### src/logic/irvm_pkg.sv
// Package with map, field layout and carrier types of the interrupt request and vector map
package irvm_pkg;

  // ****************************************
  // Vector numbers (word address equals number)
  // ****************************************
  localparam int unsigned NUM_VECTORS = 13;
  localparam logic [3:0] VEC_RESET = 4'h0;
  localparam logic [3:0] VEC_MEM_SCAN_NMI = 4'h1;
  localparam logic [3:0] VEC_SUPPLY_LEVEL = 4'h2;
  localparam logic [3:0] VEC_PORT_A = 4'h3;
  localparam logic [3:0] VEC_PORT_B = 4'h4;
  localparam logic [3:0] VEC_PORT_C = 4'h5;
  localparam logic [3:0] VEC_RTC_COUNT = 4'h6;
  localparam logic [3:0] VEC_RTC_TICK = 4'h7;
  localparam logic [3:0] VEC_TIMER_OVF = 4'h8;
  localparam logic [3:0] VEC_TIMER_HUNF = 4'h9;
  localparam logic [3:0] VEC_TIMER_CMP0 = 4'ha;
  localparam logic [3:0] VEC_TIMER_CMP1 = 4'hb;
  localparam logic [3:0] VEC_TIMER_CMP2 = 4'hc;

  // ****************************************
  // Variant pin counts
  // ****************************************
  localparam int unsigned PORT_B_MIN_PINS = 14;
  localparam int unsigned PORT_C_MIN_PINS = 20;

  // ****************************************
  // Register byte offsets
  // ****************************************
  localparam logic [3:0] OFS_FLAGS = 4'h0;
  localparam logic [3:0] OFS_ENABLE = 4'h4;
  localparam logic [3:0] OFS_CONTROL = 4'h8;
  localparam logic [3:0] OFS_STATUS = 4'hc;

  // ****************************************
  // Field positions and reset values
  // ****************************************
  localparam int unsigned CTRL_GLOBAL_BIT = 0;
  localparam int unsigned CTRL_SPLIT_BIT = 1;
  localparam int unsigned STAT_VALID_BIT = 16;
  localparam int unsigned STAT_NUMBER_LSB = 20;
  localparam logic RESET_GLOBAL_ENABLE = 1'b0;
  localparam logic RESET_SPLIT_MODE = 1'b0;
  localparam logic RESET_FLAG = 1'b0;
  localparam logic RESET_ENABLE = 1'b0;
  localparam logic [31:0] RESET_READDATA = 32'h0000_0000;

  // ****************************************
  // Carrier types
  // ****************************************
  typedef struct packed {
    logic valid;
    logic [3:0] number;
    logic [7:0] word_address;
  } irvm_vector_type;

  typedef struct packed {
    logic [3:0] address;
    logic read;
    logic write;
    logic [31:0] writedata;
  } irvm_bus_type;

endpackage : irvm_pkg

### src/logic/irvm_source_cell.sv
// One interrupt source: sticky flag and software enable bit
`timescale 1ns/1ps
module irvm_source_cell (
  input wire logic clock,
  input wire logic reset_n,
  input wire logic event_in,
  input wire logic clear_strobe,
  input wire logic enable_write,
  input wire logic enable_value,
  output logic flag,
  output logic enable
);

  typedef struct packed {
    logic flag;
    logic enable;
  } irvm_cell_state_type;

  irvm_cell_state_type state;
  irvm_cell_state_type next_state;

  always_comb begin
    next_state = state;
    // Set wins over a clear in the same cycle
    next_state.flag = event_in | (state.flag & ~clear_strobe);
    if (enable_write) begin
      next_state.enable = enable_value;
    end
  end

  always_ff @(posedge clock or negedge reset_n) begin
    if (!reset_n) begin
      state <= '{flag: irvm_pkg::RESET_FLAG, enable: irvm_pkg::RESET_ENABLE};
    end else begin
      state <= next_state;
    end
  end

  assign flag = state.flag;
  assign enable = state.enable;

  flag_sets_a: assert property (@(posedge clock) disable iff (!reset_n) event_in |=> flag)
    else $error("flag did not set after event");

  flag_holds_a: assert property (@(posedge clock) disable iff (!reset_n)
      flag && !clear_strobe |=> flag)
    else $error("flag dropped without a clear");

  enable_sw_only_a: assert property (@(posedge clock) disable iff (!reset_n)
      !enable_write |=> $stable(enable))
    else $error("enable changed without a write");

endmodule : irvm_source_cell

### src/logic/irvm_vector_encoder.sv
// Registered priority encoder: lowest pending vector number wins
`timescale 1ns/1ps
module irvm_vector_encoder (
  input wire logic clock,
  input wire logic reset_n,
  input wire logic [irvm_pkg::NUM_VECTORS-1:0] request,
  output irvm_pkg::irvm_vector_type vector
);

  irvm_pkg::irvm_vector_type state;
  irvm_pkg::irvm_vector_type next_state;

  always_comb begin
    next_state = '0;
    for (int i = irvm_pkg::NUM_VECTORS - 1; i >= 1; i--) begin
      if (request[i]) begin
        next_state.valid = 1'b1;
        next_state.number = 4'(i);
        // Program word address equals vector number
        next_state.word_address = 8'(i);
      end
    end
  end

  always_ff @(posedge clock or negedge reset_n) begin
    if (!reset_n) begin
      state <= '0;
    end else begin
      state <= next_state;
    end
  end

  assign vector = state;

  vector_address_a: assert property (@(posedge clock) disable iff (!reset_n)
      vector.valid |-> vector.word_address == {4'h0, vector.number} && vector.number != 4'h0)
    else $error("vector word address differs from vector number");

endmodule : irvm_vector_encoder

### src/logic/irvm_top.sv
// Interrupt request generation and vector map with Avalon-MM register slave
//
// Added by the designer: the Avalon-MM slave port and the address map.
`timescale 1ns/1ps

// Summary of operation
// - A source event sets its sticky flag in the flags register.
// - Source enable bits change only through software writes to the enable register.
// - A request is raised exactly when flag and source enable are one and, for maskable vectors, global enable is set.
// - The request is a level that stays until its flag or source enable is cleared, or global enable for maskable vectors.
// - Maskable requests reach the CPU only while global enable is set.
// - Every vector from 1 to 12 belongs to one peripheral; its sources share the vector.
// - Vector 1 is the memory-scan non-maskable request, ignoring global enable.
// - Vector 2 carries the supply level monitor request.
// - Port A uses vector 3; ports B and C exist only with enough pins.
// - Vector 6 carries counter events, vector 7 the periodic tick.
// - Vector 8 is timer overflow, or low-byte underflow in split mode.
// - Vector 9 is unused in normal mode, high-byte underflow in split.
// - Vector 10 is compare 0, or low-byte compare 0 in split mode.
// - Vectors 11 and 12 are compares 1 and 2, or low-byte equivalents.
module irvm_top #(
  parameter int unsigned PIN_COUNT = 20
) (
  input wire logic clock,
  input wire logic reset_n,
  input wire logic [3:0] avs_address,
  input wire logic avs_read,
  input wire logic avs_write,
  input wire logic [31:0] avs_writedata,
  output logic [31:0] avs_readdata,
  output logic avs_waitrequest,
  input wire logic memory_scan_nonmaskable_irq,
  input wire logic supply_level_monitor_irq,
  input wire logic port_a_pin_irq,
  input wire logic port_b_pin_irq,
  input wire logic port_c_pin_irq,
  input wire logic realtime_counter_irq,
  input wire logic periodic_tick_irq,
  input wire logic timer_a_overflow_irq,
  input wire logic timer_a_low_underflow_irq,
  input wire logic timer_a_high_underflow_irq,
  input wire logic timer_a_compare0_irq,
  input wire logic timer_a_low_compare0_irq,
  input wire logic timer_a_compare1_irq,
  input wire logic timer_a_low_compare1_irq,
  input wire logic timer_a_compare2_irq,
  input wire logic timer_a_low_compare2_irq,
  output logic [irvm_pkg::NUM_VECTORS-1:0] irq_request,
  output logic nonmaskable_request,
  output irvm_pkg::irvm_vector_type pending_vector,
  output logic global_enable,
  output logic split_mode
);

  localparam int unsigned NV = irvm_pkg::NUM_VECTORS;

  // ****************************************
  // Decoding helpers
  // ****************************************

  // Vector exists on this variant
  function automatic logic vector_present(input int unsigned v, input int unsigned pins);
    logic present;
    present = (v != 32'(irvm_pkg::VEC_RESET));
    if (v == 32'(irvm_pkg::VEC_PORT_B)) begin
      present = (pins >= irvm_pkg::PORT_B_MIN_PINS);
    end
    if (v == 32'(irvm_pkg::VEC_PORT_C)) begin
      present = (pins >= irvm_pkg::PORT_C_MIN_PINS);
    end
    return present;
  endfunction : vector_present

  // Register select for a bus address
  function automatic logic reg_hit(input logic [3:0] address, input logic [3:0] offset);
    return address == offset;
  endfunction : reg_hit

  // ****************************************
  // State
  // ****************************************
  typedef struct packed {
    logic ack;
    logic [31:0] readdata;
    logic global_enable;
    logic split_mode;
  } irvm_top_state_type;

  irvm_top_state_type state;
  irvm_top_state_type next_state;

  irvm_pkg::irvm_bus_type bus;
  logic [NV-1:0] event_vec;
  logic [NV-1:0] flag;
  logic [NV-1:0] enable;
  logic [NV-1:0] clear_strobe;
  logic [NV-1:0] present;
  logic [NV-1:0] active;
  logic [NV-1:0] request_all;
  logic write_take;
  logic enable_write;
  logic flags_write;

  assign bus = '{address: avs_address, read: avs_read, write: avs_write, writedata: avs_writedata};

  // ****************************************
  // Source routing to vectors
  // ****************************************

  // Each vector is fed by one peripheral; mode selects which of its sources
  always_comb begin
    event_vec = '0;
    event_vec[irvm_pkg::VEC_MEM_SCAN_NMI] = memory_scan_nonmaskable_irq;
    event_vec[irvm_pkg::VEC_SUPPLY_LEVEL] = supply_level_monitor_irq;
    event_vec[irvm_pkg::VEC_PORT_A] = port_a_pin_irq;
    event_vec[irvm_pkg::VEC_PORT_B] = port_b_pin_irq;
    event_vec[irvm_pkg::VEC_PORT_C] = port_c_pin_irq;
    event_vec[irvm_pkg::VEC_RTC_COUNT] = realtime_counter_irq;
    event_vec[irvm_pkg::VEC_RTC_TICK] = periodic_tick_irq;
    if (state.split_mode) begin
      event_vec[irvm_pkg::VEC_TIMER_OVF] = timer_a_low_underflow_irq;
      event_vec[irvm_pkg::VEC_TIMER_HUNF] = timer_a_high_underflow_irq;
      event_vec[irvm_pkg::VEC_TIMER_CMP0] = timer_a_low_compare0_irq;
      event_vec[irvm_pkg::VEC_TIMER_CMP1] = timer_a_low_compare1_irq;
      event_vec[irvm_pkg::VEC_TIMER_CMP2] = timer_a_low_compare2_irq;
    end else begin
      event_vec[irvm_pkg::VEC_TIMER_OVF] = timer_a_overflow_irq;
      event_vec[irvm_pkg::VEC_TIMER_HUNF] = 1'b0;
      event_vec[irvm_pkg::VEC_TIMER_CMP0] = timer_a_compare0_irq;
      event_vec[irvm_pkg::VEC_TIMER_CMP1] = timer_a_compare1_irq;
      event_vec[irvm_pkg::VEC_TIMER_CMP2] = timer_a_compare2_irq;
    end
    // Absent vectors never see an event
    event_vec = event_vec & present;
  end

  // ****************************************
  // Register bus slave
  // ****************************************

  // One wait cycle: ack rises the cycle after a request is seen
  assign avs_waitrequest = (bus.read | bus.write) & ~state.ack;
  assign write_take = bus.write & state.ack;
  assign enable_write = write_take & reg_hit(bus.address, irvm_pkg::OFS_ENABLE);
  assign flags_write = write_take & reg_hit(bus.address, irvm_pkg::OFS_FLAGS);

  always_comb begin
    next_state = state;
    next_state.ack = (bus.read | bus.write) & ~state.ack;
    if (bus.read & ~state.ack) begin
      next_state.readdata = '0;
      unique case (bus.address)
        irvm_pkg::OFS_FLAGS: begin
          next_state.readdata[NV-1:0] = flag;
        end
        irvm_pkg::OFS_ENABLE: begin
          next_state.readdata[NV-1:0] = enable;
        end
        irvm_pkg::OFS_CONTROL: begin
          next_state.readdata[irvm_pkg::CTRL_GLOBAL_BIT] = state.global_enable;
          next_state.readdata[irvm_pkg::CTRL_SPLIT_BIT] = state.split_mode;
        end
        irvm_pkg::OFS_STATUS: begin
          next_state.readdata[NV-1:0] = irq_request;
          next_state.readdata[irvm_pkg::STAT_VALID_BIT] = pending_vector.valid;
          next_state.readdata[irvm_pkg::STAT_NUMBER_LSB +: 4] = pending_vector.number;
        end
        default: begin
          next_state.readdata = '0;
        end
      endcase
    end
    if (write_take & reg_hit(bus.address, irvm_pkg::OFS_CONTROL)) begin
      next_state.global_enable = bus.writedata[irvm_pkg::CTRL_GLOBAL_BIT];
      next_state.split_mode = bus.writedata[irvm_pkg::CTRL_SPLIT_BIT];
    end
  end

  always_ff @(posedge clock or negedge reset_n) begin
    if (!reset_n) begin
      state <= '{ack: 1'b0,
                 readdata: irvm_pkg::RESET_READDATA,
                 global_enable: irvm_pkg::RESET_GLOBAL_ENABLE,
                 split_mode: irvm_pkg::RESET_SPLIT_MODE};
    end else begin
      state <= next_state;
    end
  end

  assign avs_readdata = state.readdata;
  assign global_enable = state.global_enable;
  assign split_mode = state.split_mode;

  // ****************************************
  // Source cells
  // ****************************************
  generate
    for (genvar v = 0; v < NV; v++) begin : g_src
      assign present[v] = vector_present(v, PIN_COUNT);
      // Write one to clear
      assign clear_strobe[v] = flags_write & bus.writedata[v];
      if (v == 0) begin : g_reset_entry
        // Reset entry has no source
        assign flag[v] = 1'b0;
        assign enable[v] = 1'b0;
      end else begin : g_cell
        irvm_source_cell u_cell (
          .clock(clock),
          .reset_n(reset_n),
          .event_in(event_vec[v]),
          .clear_strobe(clear_strobe[v]),
          .enable_write(enable_write),
          .enable_value(bus.writedata[v]),
          .flag(flag[v]),
          .enable(enable[v])
        );
      end
    end
  endgenerate

  // ****************************************
  // Requests
  // ****************************************

  // Level request: flag and enable, no memory of its own
  assign active = flag & enable & present;
  assign nonmaskable_request = active[irvm_pkg::VEC_MEM_SCAN_NMI];

  always_comb begin
    irq_request = '0;
    if (state.global_enable) begin
      irq_request = active;
    end
    // Non-maskable vector bypasses the global enable
    irq_request[irvm_pkg::VEC_MEM_SCAN_NMI] = nonmaskable_request;
    irq_request[irvm_pkg::VEC_RESET] = 1'b0;
    request_all = irq_request;
  end

  irvm_vector_encoder u_encoder (
    .clock(clock),
    .reset_n(reset_n),
    .request(request_all),
    .vector(pending_vector)
  );

  // ****************************************
  // Checks
  // ****************************************
  request_exact_a: assert property (@(posedge clock) disable iff (!reset_n)
      irq_request[irvm_pkg::VEC_PORT_A] ==
      (flag[irvm_pkg::VEC_PORT_A] & enable[irvm_pkg::VEC_PORT_A] & global_enable))
    else $error("port A request differs from flag and enable");

  global_gate_a: assert property (@(posedge clock) disable iff (!reset_n)
      !global_enable |-> (irq_request >> 2) == '0)
    else $error("maskable request without global enable");

  nmi_bypass_a: assert property (@(posedge clock) disable iff (!reset_n)
      flag[irvm_pkg::VEC_MEM_SCAN_NMI] && enable[irvm_pkg::VEC_MEM_SCAN_NMI]
      |-> nonmaskable_request && irq_request[irvm_pkg::VEC_MEM_SCAN_NMI])
    else $error("non-maskable request missing");

  level_hold_a: assert property (@(posedge clock) disable iff (!reset_n)
      irq_request[irvm_pkg::VEC_SUPPLY_LEVEL] && !clear_strobe[irvm_pkg::VEC_SUPPLY_LEVEL]
      && !write_take |=> irq_request[irvm_pkg::VEC_SUPPLY_LEVEL])
    else $error("level request dropped without a clear");

  normal_unused_a: assert property (@(posedge clock) disable iff (!reset_n)
      !split_mode && !$past(split_mode) |-> !flag[irvm_pkg::VEC_TIMER_HUNF] || $past(flag[irvm_pkg::VEC_TIMER_HUNF]))
    else $error("vector 9 set in normal mode");

  split_select_a: assert property (@(posedge clock) disable iff (!reset_n)
      split_mode && timer_a_low_underflow_irq |=> flag[irvm_pkg::VEC_TIMER_OVF])
    else $error("split low underflow did not reach vector 8");

  variant_absent_a: assert property (@(posedge clock) disable iff (!reset_n)
      PIN_COUNT < irvm_pkg::PORT_C_MIN_PINS |-> !irq_request[irvm_pkg::VEC_PORT_C])
    else $error("port C request on a small variant");

  priority_pick_a: assert property (@(posedge clock) disable iff (!reset_n)
      request_all[irvm_pkg::VEC_MEM_SCAN_NMI] |=> pending_vector.number == irvm_pkg::VEC_MEM_SCAN_NMI)
    else $error("non-maskable vector lost priority");

  bus_wait_a: assert property (@(posedge clock) disable iff (!reset_n)
      (avs_read || avs_write) && avs_waitrequest |=> !avs_waitrequest)
    else $error("waitrequest held beyond one cycle");

  supply_route_a: assert property (@(posedge clock) disable iff (!reset_n)
      supply_level_monitor_irq |=> flag[irvm_pkg::VEC_SUPPLY_LEVEL])
    else $error("supply level event did not reach vector 2");

  port_b_route_a: assert property (@(posedge clock) disable iff (!reset_n)
      port_b_pin_irq && PIN_COUNT >= irvm_pkg::PORT_B_MIN_PINS |=> flag[irvm_pkg::VEC_PORT_B])
    else $error("port B event did not reach vector 4");

  port_c_route_a: assert property (@(posedge clock) disable iff (!reset_n)
      port_c_pin_irq && PIN_COUNT >= irvm_pkg::PORT_C_MIN_PINS |=> flag[irvm_pkg::VEC_PORT_C])
    else $error("port C event did not reach vector 5");

  counter_route_a: assert property (@(posedge clock) disable iff (!reset_n)
      realtime_counter_irq |=> flag[irvm_pkg::VEC_RTC_COUNT])
    else $error("counter event did not reach vector 6");

  tick_route_a: assert property (@(posedge clock) disable iff (!reset_n)
      periodic_tick_irq |=> flag[irvm_pkg::VEC_RTC_TICK])
    else $error("periodic tick did not reach vector 7");

  overflow_route_a: assert property (@(posedge clock) disable iff (!reset_n)
      !split_mode && timer_a_overflow_irq |=> flag[irvm_pkg::VEC_TIMER_OVF])
    else $error("timer overflow did not reach vector 8");

  high_underflow_a: assert property (@(posedge clock) disable iff (!reset_n)
      split_mode && timer_a_high_underflow_irq |=> flag[irvm_pkg::VEC_TIMER_HUNF])
    else $error("high underflow did not reach vector 9");

  compare0_route_a: assert property (@(posedge clock) disable iff (!reset_n)
      !split_mode && timer_a_compare0_irq |=> flag[irvm_pkg::VEC_TIMER_CMP0])
    else $error("compare 0 did not reach vector 10");

  compare1_route_a: assert property (@(posedge clock) disable iff (!reset_n)
      !split_mode && timer_a_compare1_irq |=> flag[irvm_pkg::VEC_TIMER_CMP1])
    else $error("compare 1 did not reach vector 11");

  low_compare2_a: assert property (@(posedge clock) disable iff (!reset_n)
      split_mode && timer_a_low_compare2_irq |=> flag[irvm_pkg::VEC_TIMER_CMP2])
    else $error("low compare 2 did not reach vector 12");

  reset_entry_a: assert property (@(posedge clock) disable iff (!reset_n)
      !irq_request[irvm_pkg::VEC_RESET] && !(pending_vector.valid && pending_vector.number == irvm_pkg::VEC_RESET))
    else $error("reset entry used as an interrupt vector");

  clear_drops_a: assert property (@(posedge clock) disable iff (!reset_n)
      clear_strobe[irvm_pkg::VEC_PORT_A] && !event_vec[irvm_pkg::VEC_PORT_A] |=> !flag[irvm_pkg::VEC_PORT_A])
    else $error("flag survived a clear");

  enable_write_a: assert property (@(posedge clock) disable iff (!reset_n)
      enable_write |=> enable[irvm_pkg::VEC_PORT_A] == $past(bus.writedata[irvm_pkg::VEC_PORT_A]))
    else $error("enable bit did not take the written value");

endmodule : irvm_top

### config.mk
export PLATFORM = sky130hd
export DESIGN_NAME = irvm_top
export DESIGN_NICKNAME = d
export VERILOG_FILES = /design/src/logic/irvm_pkg.sv /design/src/logic/irvm_source_cell.sv /design/src/logic/irvm_vector_encoder.sv /design/src/logic/irvm_top.sv
export SDC_FILE = /design/constraint.sdc
export NUM_CORES = 1
export LEC_CHECK = 0
export BUFFER_PORTS_ARGS = -buffer_cell sky130_fd_sc_hd__buf_2
export CORE_MARGIN = 5
export CORE_UTILIZATION = 49
export CTS_BUF_LIST = sky130_fd_sc_hd__clkbuf_8
export DETAILED_ROUTE_END_ITERATION = 6
export GPL_TIMING_DRIVEN = 1
export MAX_ROUTING_LAYER = met4
export PLACE_DENSITY = 0.82
export SLEW_MARGIN = 20
export SYNTH_ARGS = -nofsm -noshare
export SYNTH_HDL_FRONTEND = slang
export SYNTH_SLANG_ARGS = --single-unit
export TNS_END_PERCENT = 20
### constraint.sdc
create_clock -name clock -period 1.8 [get_ports clock]
set_input_delay 0.45 -clock clock [delete_from_list [all_inputs] [get_ports clock]]
set_output_delay 0.45 -clock clock [all_outputs]
set_load 0.05 [all_outputs]
---- After elaboration in Yosys (flattened, before gate mapping) ----
Cells that the tools add are included.
storage, ports and cells
  register bits ........................... 58
  RAM bits ................................ 0
  bits in read-only memories .............. 0
  output and inout port bits .............. 62
  latch bits .............................. 0
  word-level logic and storage cells ...... 110
  input port bits ......................... 56
  memories kept ........................... 0
cells by class
  add/subtract/negate cells ............... 0
  eq/ne operators ......................... 3
  muxes and demuxes ....................... 18
  shifts and indexed selects .............. 0
  reduce and logical (&&, ||, !) cells .... 1
  $mul .................................... 0
  divide/modulo/power cells ............... 0
  bitwise gates (word level) .............. 57
  $lt $le $gt $ge ......................... 0
operators by type and width
  operator                                              number
  two-way mux 13 bit                                    13
  one-hot mux 11 bit (3 select lines)                   1
  bitwise AND 1 bit                                     30
  bitwise AND 13 bit                                    1
  inverter 1 bit                                        13
  OR 1 bit                                              13
  equality test 4 bit (second input constant)           2
  one-hot mux 2 bit (4 select lines)                    1
  two-way mux 5 bit                                     1
  equality test 4 x 3 -> 1 bit (second input constant)  1
  zero test 4 bit                                       1
  two-way mux 4 bit                                     1
  two-way mux 1 bit                                     1

---- Depth between registers and ports, before layout ----
  depth in word-level cells ............... 14
  depth in mapped cells ................... 6
  gate-level depth less buffers ........... 4

---- By module ----
A second synthesis with hierarchy kept.
second synthesis, totals
  cells, all modules ...................... 266
  area, all modules ....................... 2768.9 µm²
by module, submodules not included
  module               sequential area each (µm²)  times used  area each (µm²)  cells each
  irvm_top             525.5                       1           1529.0           167
  irvm_source_cell     50.0                        12          76.3             5
  irvm_vector_encoder  125.1                       1           324.1            39

---- Least setup slack after synthesis ----
No wires, ideal clock.
  path kind ............................... reg2out
  from .................................... reg state, in the netlist global_enable
  to ...................................... out irq_request[6] in the netlist's numbering
  required time ........................... 1.350 ns
  cell stages (with the launch flop) ...... 3
  path slack .............................. -0.148 ns
  path buffers ............................ 1
  arrival time ............................ 1.498 ns
  path through ............................ dfrtp_1 clkbuf_1 and3_1
on the way
  word-level cells in the longest chain between the ends .. 1
RTL lines
  what                    line             source
  from (decl)             irvm_top.sv:89   irvm_top_state_type state;
  from (signal assigned)  irvm_top.sv:181  state <= '{ack: 1'b0,
  from (signal assigned)  irvm_top.sv:186  state <= next_state;
  two-way mux 13 bit      irvm_top.sv:231  if (state.global_enable) begin
  to (decl)               irvm_top.sv:48   output logic [irvm_pkg::NUM_VECTORS-1:0] irq_request,
No other way between the ends.

---- Worst setup path after layout ----
  from .................................... reg g_src[1].g_cell.u_cell.state, in the netlist g_src[1].g_cell.u_cell.flag
  to ...................................... out nonmaskable_request
on the way
  word-level cells in the longest chain between the ends .. 1
RTL lines
  what                    line                    source
  from (decl)             irvm_source_cell.sv:19  irvm_cell_state_type state;
  from (signal assigned)  irvm_source_cell.sv:33  state <= '{flag: irvm_pkg::RESET_FLAG, enable: irvm_pkg::RESET_ENABLE};
  from (signal assigned)  irvm_source_cell.sv:35  state <= next_state;
  bitwise AND 13 bit      irvm_top.sv:226         assign active = flag & enable & present;
  to (decl)               irvm_top.sv:49          output logic nonmaskable_request,
No other way between the ends.

==> metrics.yaml <==
sta:
  actual_slew_at_the_worst_max_slew_pin_ns: 0.549
  final_critical_path_setup_slack_ns: 0.0328
  slew_violations: 0
  finalCriticalPeriod_ns: 1.77
  max_slew_margin: 0.630
  grt_setup_unrepaired: "yes"
  final_setup_violation_count: 0
  timing.final.hold_violations: 0
  clock.fmax_mhz: 566
  largest_clock_skew_in_the_final_design_ns: 0.00799
  timing.final.crit_share: 0.982
clock_network:
  cts_root_buf: "sky130_fd_sc_hd__clkbuf_8"
  cts.clk_slew.worst_paths_ns: 0.09
  cts_tree: "built"
  worst_skew_pair.late_latency_ns: 0.30
  cts_max_path_buffers: 2
  clkSinkCount: 50
  cts_buffers: 5
  htree_num_levels: 2
global_routing:
  globalRouteTotalUtil: 0.189
  number_of_global_route_vias_before_repair: 2197
  maximum_number_of_pins_on_one_net_before_global_route_repair: 51
  grt_pass1_wl_um: 10600
  grt_overflow_total: 0
  antenna_found_initial: 0
drt:
  detailedRoute.firstPassIterationCount: 7
  drt-met1-wl_um: 2620
  dr.max_layer_used: "met4"
  dr_total_vias: 2201
  dr_wl_met2_um: 3390
  route.met3.wl_um: 510
  finalWirelength_um: 6640
  detail_route.iter0.violations: 215
  ant_nets: 0
  number_of_remaining_drc_errors: 0
  vias_per_cell: 5.48
  routed_wire_length_per_instance_um: 16.5
die:
  std_cell_rows: 27
  start_util: 0.498
  floorplan.core_area_um2: 5470
  die-width_um: 84.6
  vert_die_dim_um: 84.6
  floorplan.io_pins: 118
  die_area_um2: 7160
pwr:
  total_switching_power_w: 0.00150
  design_power_total_w: 0.00360
  share_seq_of_total_power: 0.397
  swShare: 0.416
  leakagePower_nw: 1.58
  comb_power_share: 0.383
  power.internal_w: 0.00210
  power_density_nw_per_um2: 1150
  vdd.ir_drop.worst_mv: 0.538
  power.share.clock: 0.220
setup_path:
  worst_setup_path_startpoint: "g_src[1].g_cell.u_cell.flag"
  cpLargestDelayFamily: "buffers and inverters"
  cp-endpoint: "nonmaskable_request"
  worst-path-stages: 3
  crit_path_max_fanout: 4
  critical_path.reg2reg.startpoint: "global_enable"
  worst_path_class_setup: "reg2out"
  worst-r2r-setup-slack_ns: 0.23
  type_of_destination_of_the_critical_path: "output pin"
  worst_ep_arrival_ns: 1.32
  critical-path-max-stage-delay_ns: 0.41
  critPathBufInv: 2
  path_cells: "nand2_1, inv_1, buf_2"
  length_in_cells_of_the_worst_reg_to_reg_path: 5
  critical-path-slowest-cell: "sky130_fd_sc_hd__dfrtp_1"
  regToRegEndpoint: "avs_readdata[10]"
  worstPathRequired_ns: 1.35
  crit_path_start_kind: "flip-flop"
synthesis:
  yosys.cell_types.count: 38
  synth_ff_type: "sky130_fd_sc_hd__dfrtp_1"
  postSynthCellCount: 268
  synth_sequential_area_ratio: 0.459
  synth_edf_count: 0
  async_reset_ff_frac: 1.00
  mean_cell_area_of_the_mapped_netlist_um2: 10.2
  ys_ff_latch: 50
  yosysWarnings: 0
  mappedNetlistArea_um2: 2730
flow_run:
  cap_viol_max_count: 0
finish:
  drive_gt1_frac: 0.370
  layout.cells.most_common_list: "sky130_fd_sc_hd__buf_2 (75), sky130_fd_sc_hd__dfrtp_1 (49), sky130_fd_sc_hd__nand2_1 (36)"
  areaGrowthSynthToFinish_pct: 15.0
  num-nets-final: 385
  finished_core_util: 0.573
  layout_commonest_cell: "sky130_fd_sc_hd__buf_2"
  antenna-diode-count: 0
placed_design:
  place.gp.congestion: 0.891
  place_hpwl_um: 4950
  pre_cts_setup_slack_ns: 0.0498
  port_buffers: 79
hold_path:
  min_path_type: "in2async"
status:
  status: "finished, final reports clean"
==> state kept, by name, indices dropped and copies added (netlist names) <==
register                    count
state                           1
split_mode                      1
avs_readdata                   18
global_enable                   1
g_src.g_cell.u_cell.flag       12
g_src.g_cell.u_cell.enable     12
u_encoder.vector                5
==> through the flow <==
| step | instances | setup TNS, ns | hold slack, ns | cell area (µm²) |
|---|---|---|---|---|
| after floorplan | 286 | 0 | 0.154 | 2800 |
| after global placement | 393 | 0 | 0.454 | 2990 |
| after detailed placement | 393 | 0 | 0.456 | 2990 |
| after CTS | 402 | 0 | 0.131 | 3120 |
| after global routing | 402 | -0.0608 | 0.137 | 3140 |
| final | 402 | 0 | 0.121 | 3140 |
==> metal layers <==
metal,vias to the layer above,global-route usage
met5,-,-
met4,0,0.0633
met3,16,0.0383
met2,118,0.315
met1,1047,0.228
li1,1020,-
==> cell usage after synthesis, types with 4 or more instances <==
master	instances	area share
sky130_fd_sc_hd__nor2_1	9	0.012
sky130_fd_sc_hd__mux2i_1	4	0.015
sky130_fd_sc_hd__mux2_2	14	0.058
sky130_fd_sc_hd__a21oi_1	10	0.018
sky130_fd_sc_hd__a221o_1	9	0.033
sky130_fd_sc_hd__nand2_1	36	0.050
sky130_fd_sc_hd__dfrtp_1	50	0.46
sky130_fd_sc_hd__a21o_1	7	0.019
sky130_fd_sc_hd__clkbuf_1	7	0.0096
sky130_fd_sc_hd__nand3_1	10	0.018
sky130_fd_sc_hd__nor3b_1	4	0.011
sky130_fd_sc_hd__a32o_1	6	0.022
sky130_fd_sc_hd__buf_4	43	0.12
sky130_fd_sc_hd__o22ai_1	5	0.011
sky130_fd_sc_hd__a22o_1	5	0.016
sky130_fd_sc_hd__nor2b_1	5	0.011
sky130_fd_sc_hd__and3_1	12	0.028
==> area by class of cell <==
class                      instances  area [µm²]
timing repair buffer              91         519
fill                             490        2340
inverter                           3        11.3
multi-input combinational        178        1150
clock inverter                     2        33.8
sequential                        50        1250
clock buffer                       6        82.6
tap                               72        90.1
==> power groups by stage <==
stage | clock, W | combinational [W] | sequential, W
6_report | 0.000792 | 0.00138 | 0.00143
5_1_grt | 0.000853 | 0.00145 | 0.00145
4_1_cts | 0.000803 | 0.00136 | 0.00142
3_5_place_dp | 0 | 0.00134 | 0.00146
3_3_place_gp | 0 | 0.00132 | 0.00144
2_1_floorplan | 0 | 0.000970 | 0.00159
==> kinds of logic after synthesis <==
family,Yosys count,share of synthesized area
AND/OR/NAND/NOR,88,0.168
buffers and inverters,58,0.148
AO/OA/AOI/OAI,52,0.148
flip-flops,50,0.459
multiplexers,18,0.0725
XOR/XNOR,1,0.00321
other,1,0.00138
==> worst min path at each step <==
stage	from	endpoint	slack, ns
5_1_grt	reset_n	g_src[10].g_cell.u_cell.flag	0.14
3_3_place_gp	reset_n	g_src[10].g_cell.u_cell.flag	0.45
3_5_place_dp	reset_n	g_src[10].g_cell.u_cell.flag	0.46
4_1_cts	reset_n	g_src[10].g_cell.u_cell.flag	0.13
2_1_floorplan	reset_n	avs_readdata[0]	0.15
6_report	reset_n	g_src[10].g_cell.u_cell.flag	0.12
==> repair_timing <==
action / in CTS / in global routing
hold buffers: 0 / 0
resized for setup: 2 / 6
endpoints found under the hold margin: 0 / 0
setup endpoints to repair: 9 / 6
setup buffers: 1 / 0
pin swaps: 0 / 0
Power figures use the tool's default switching activity.
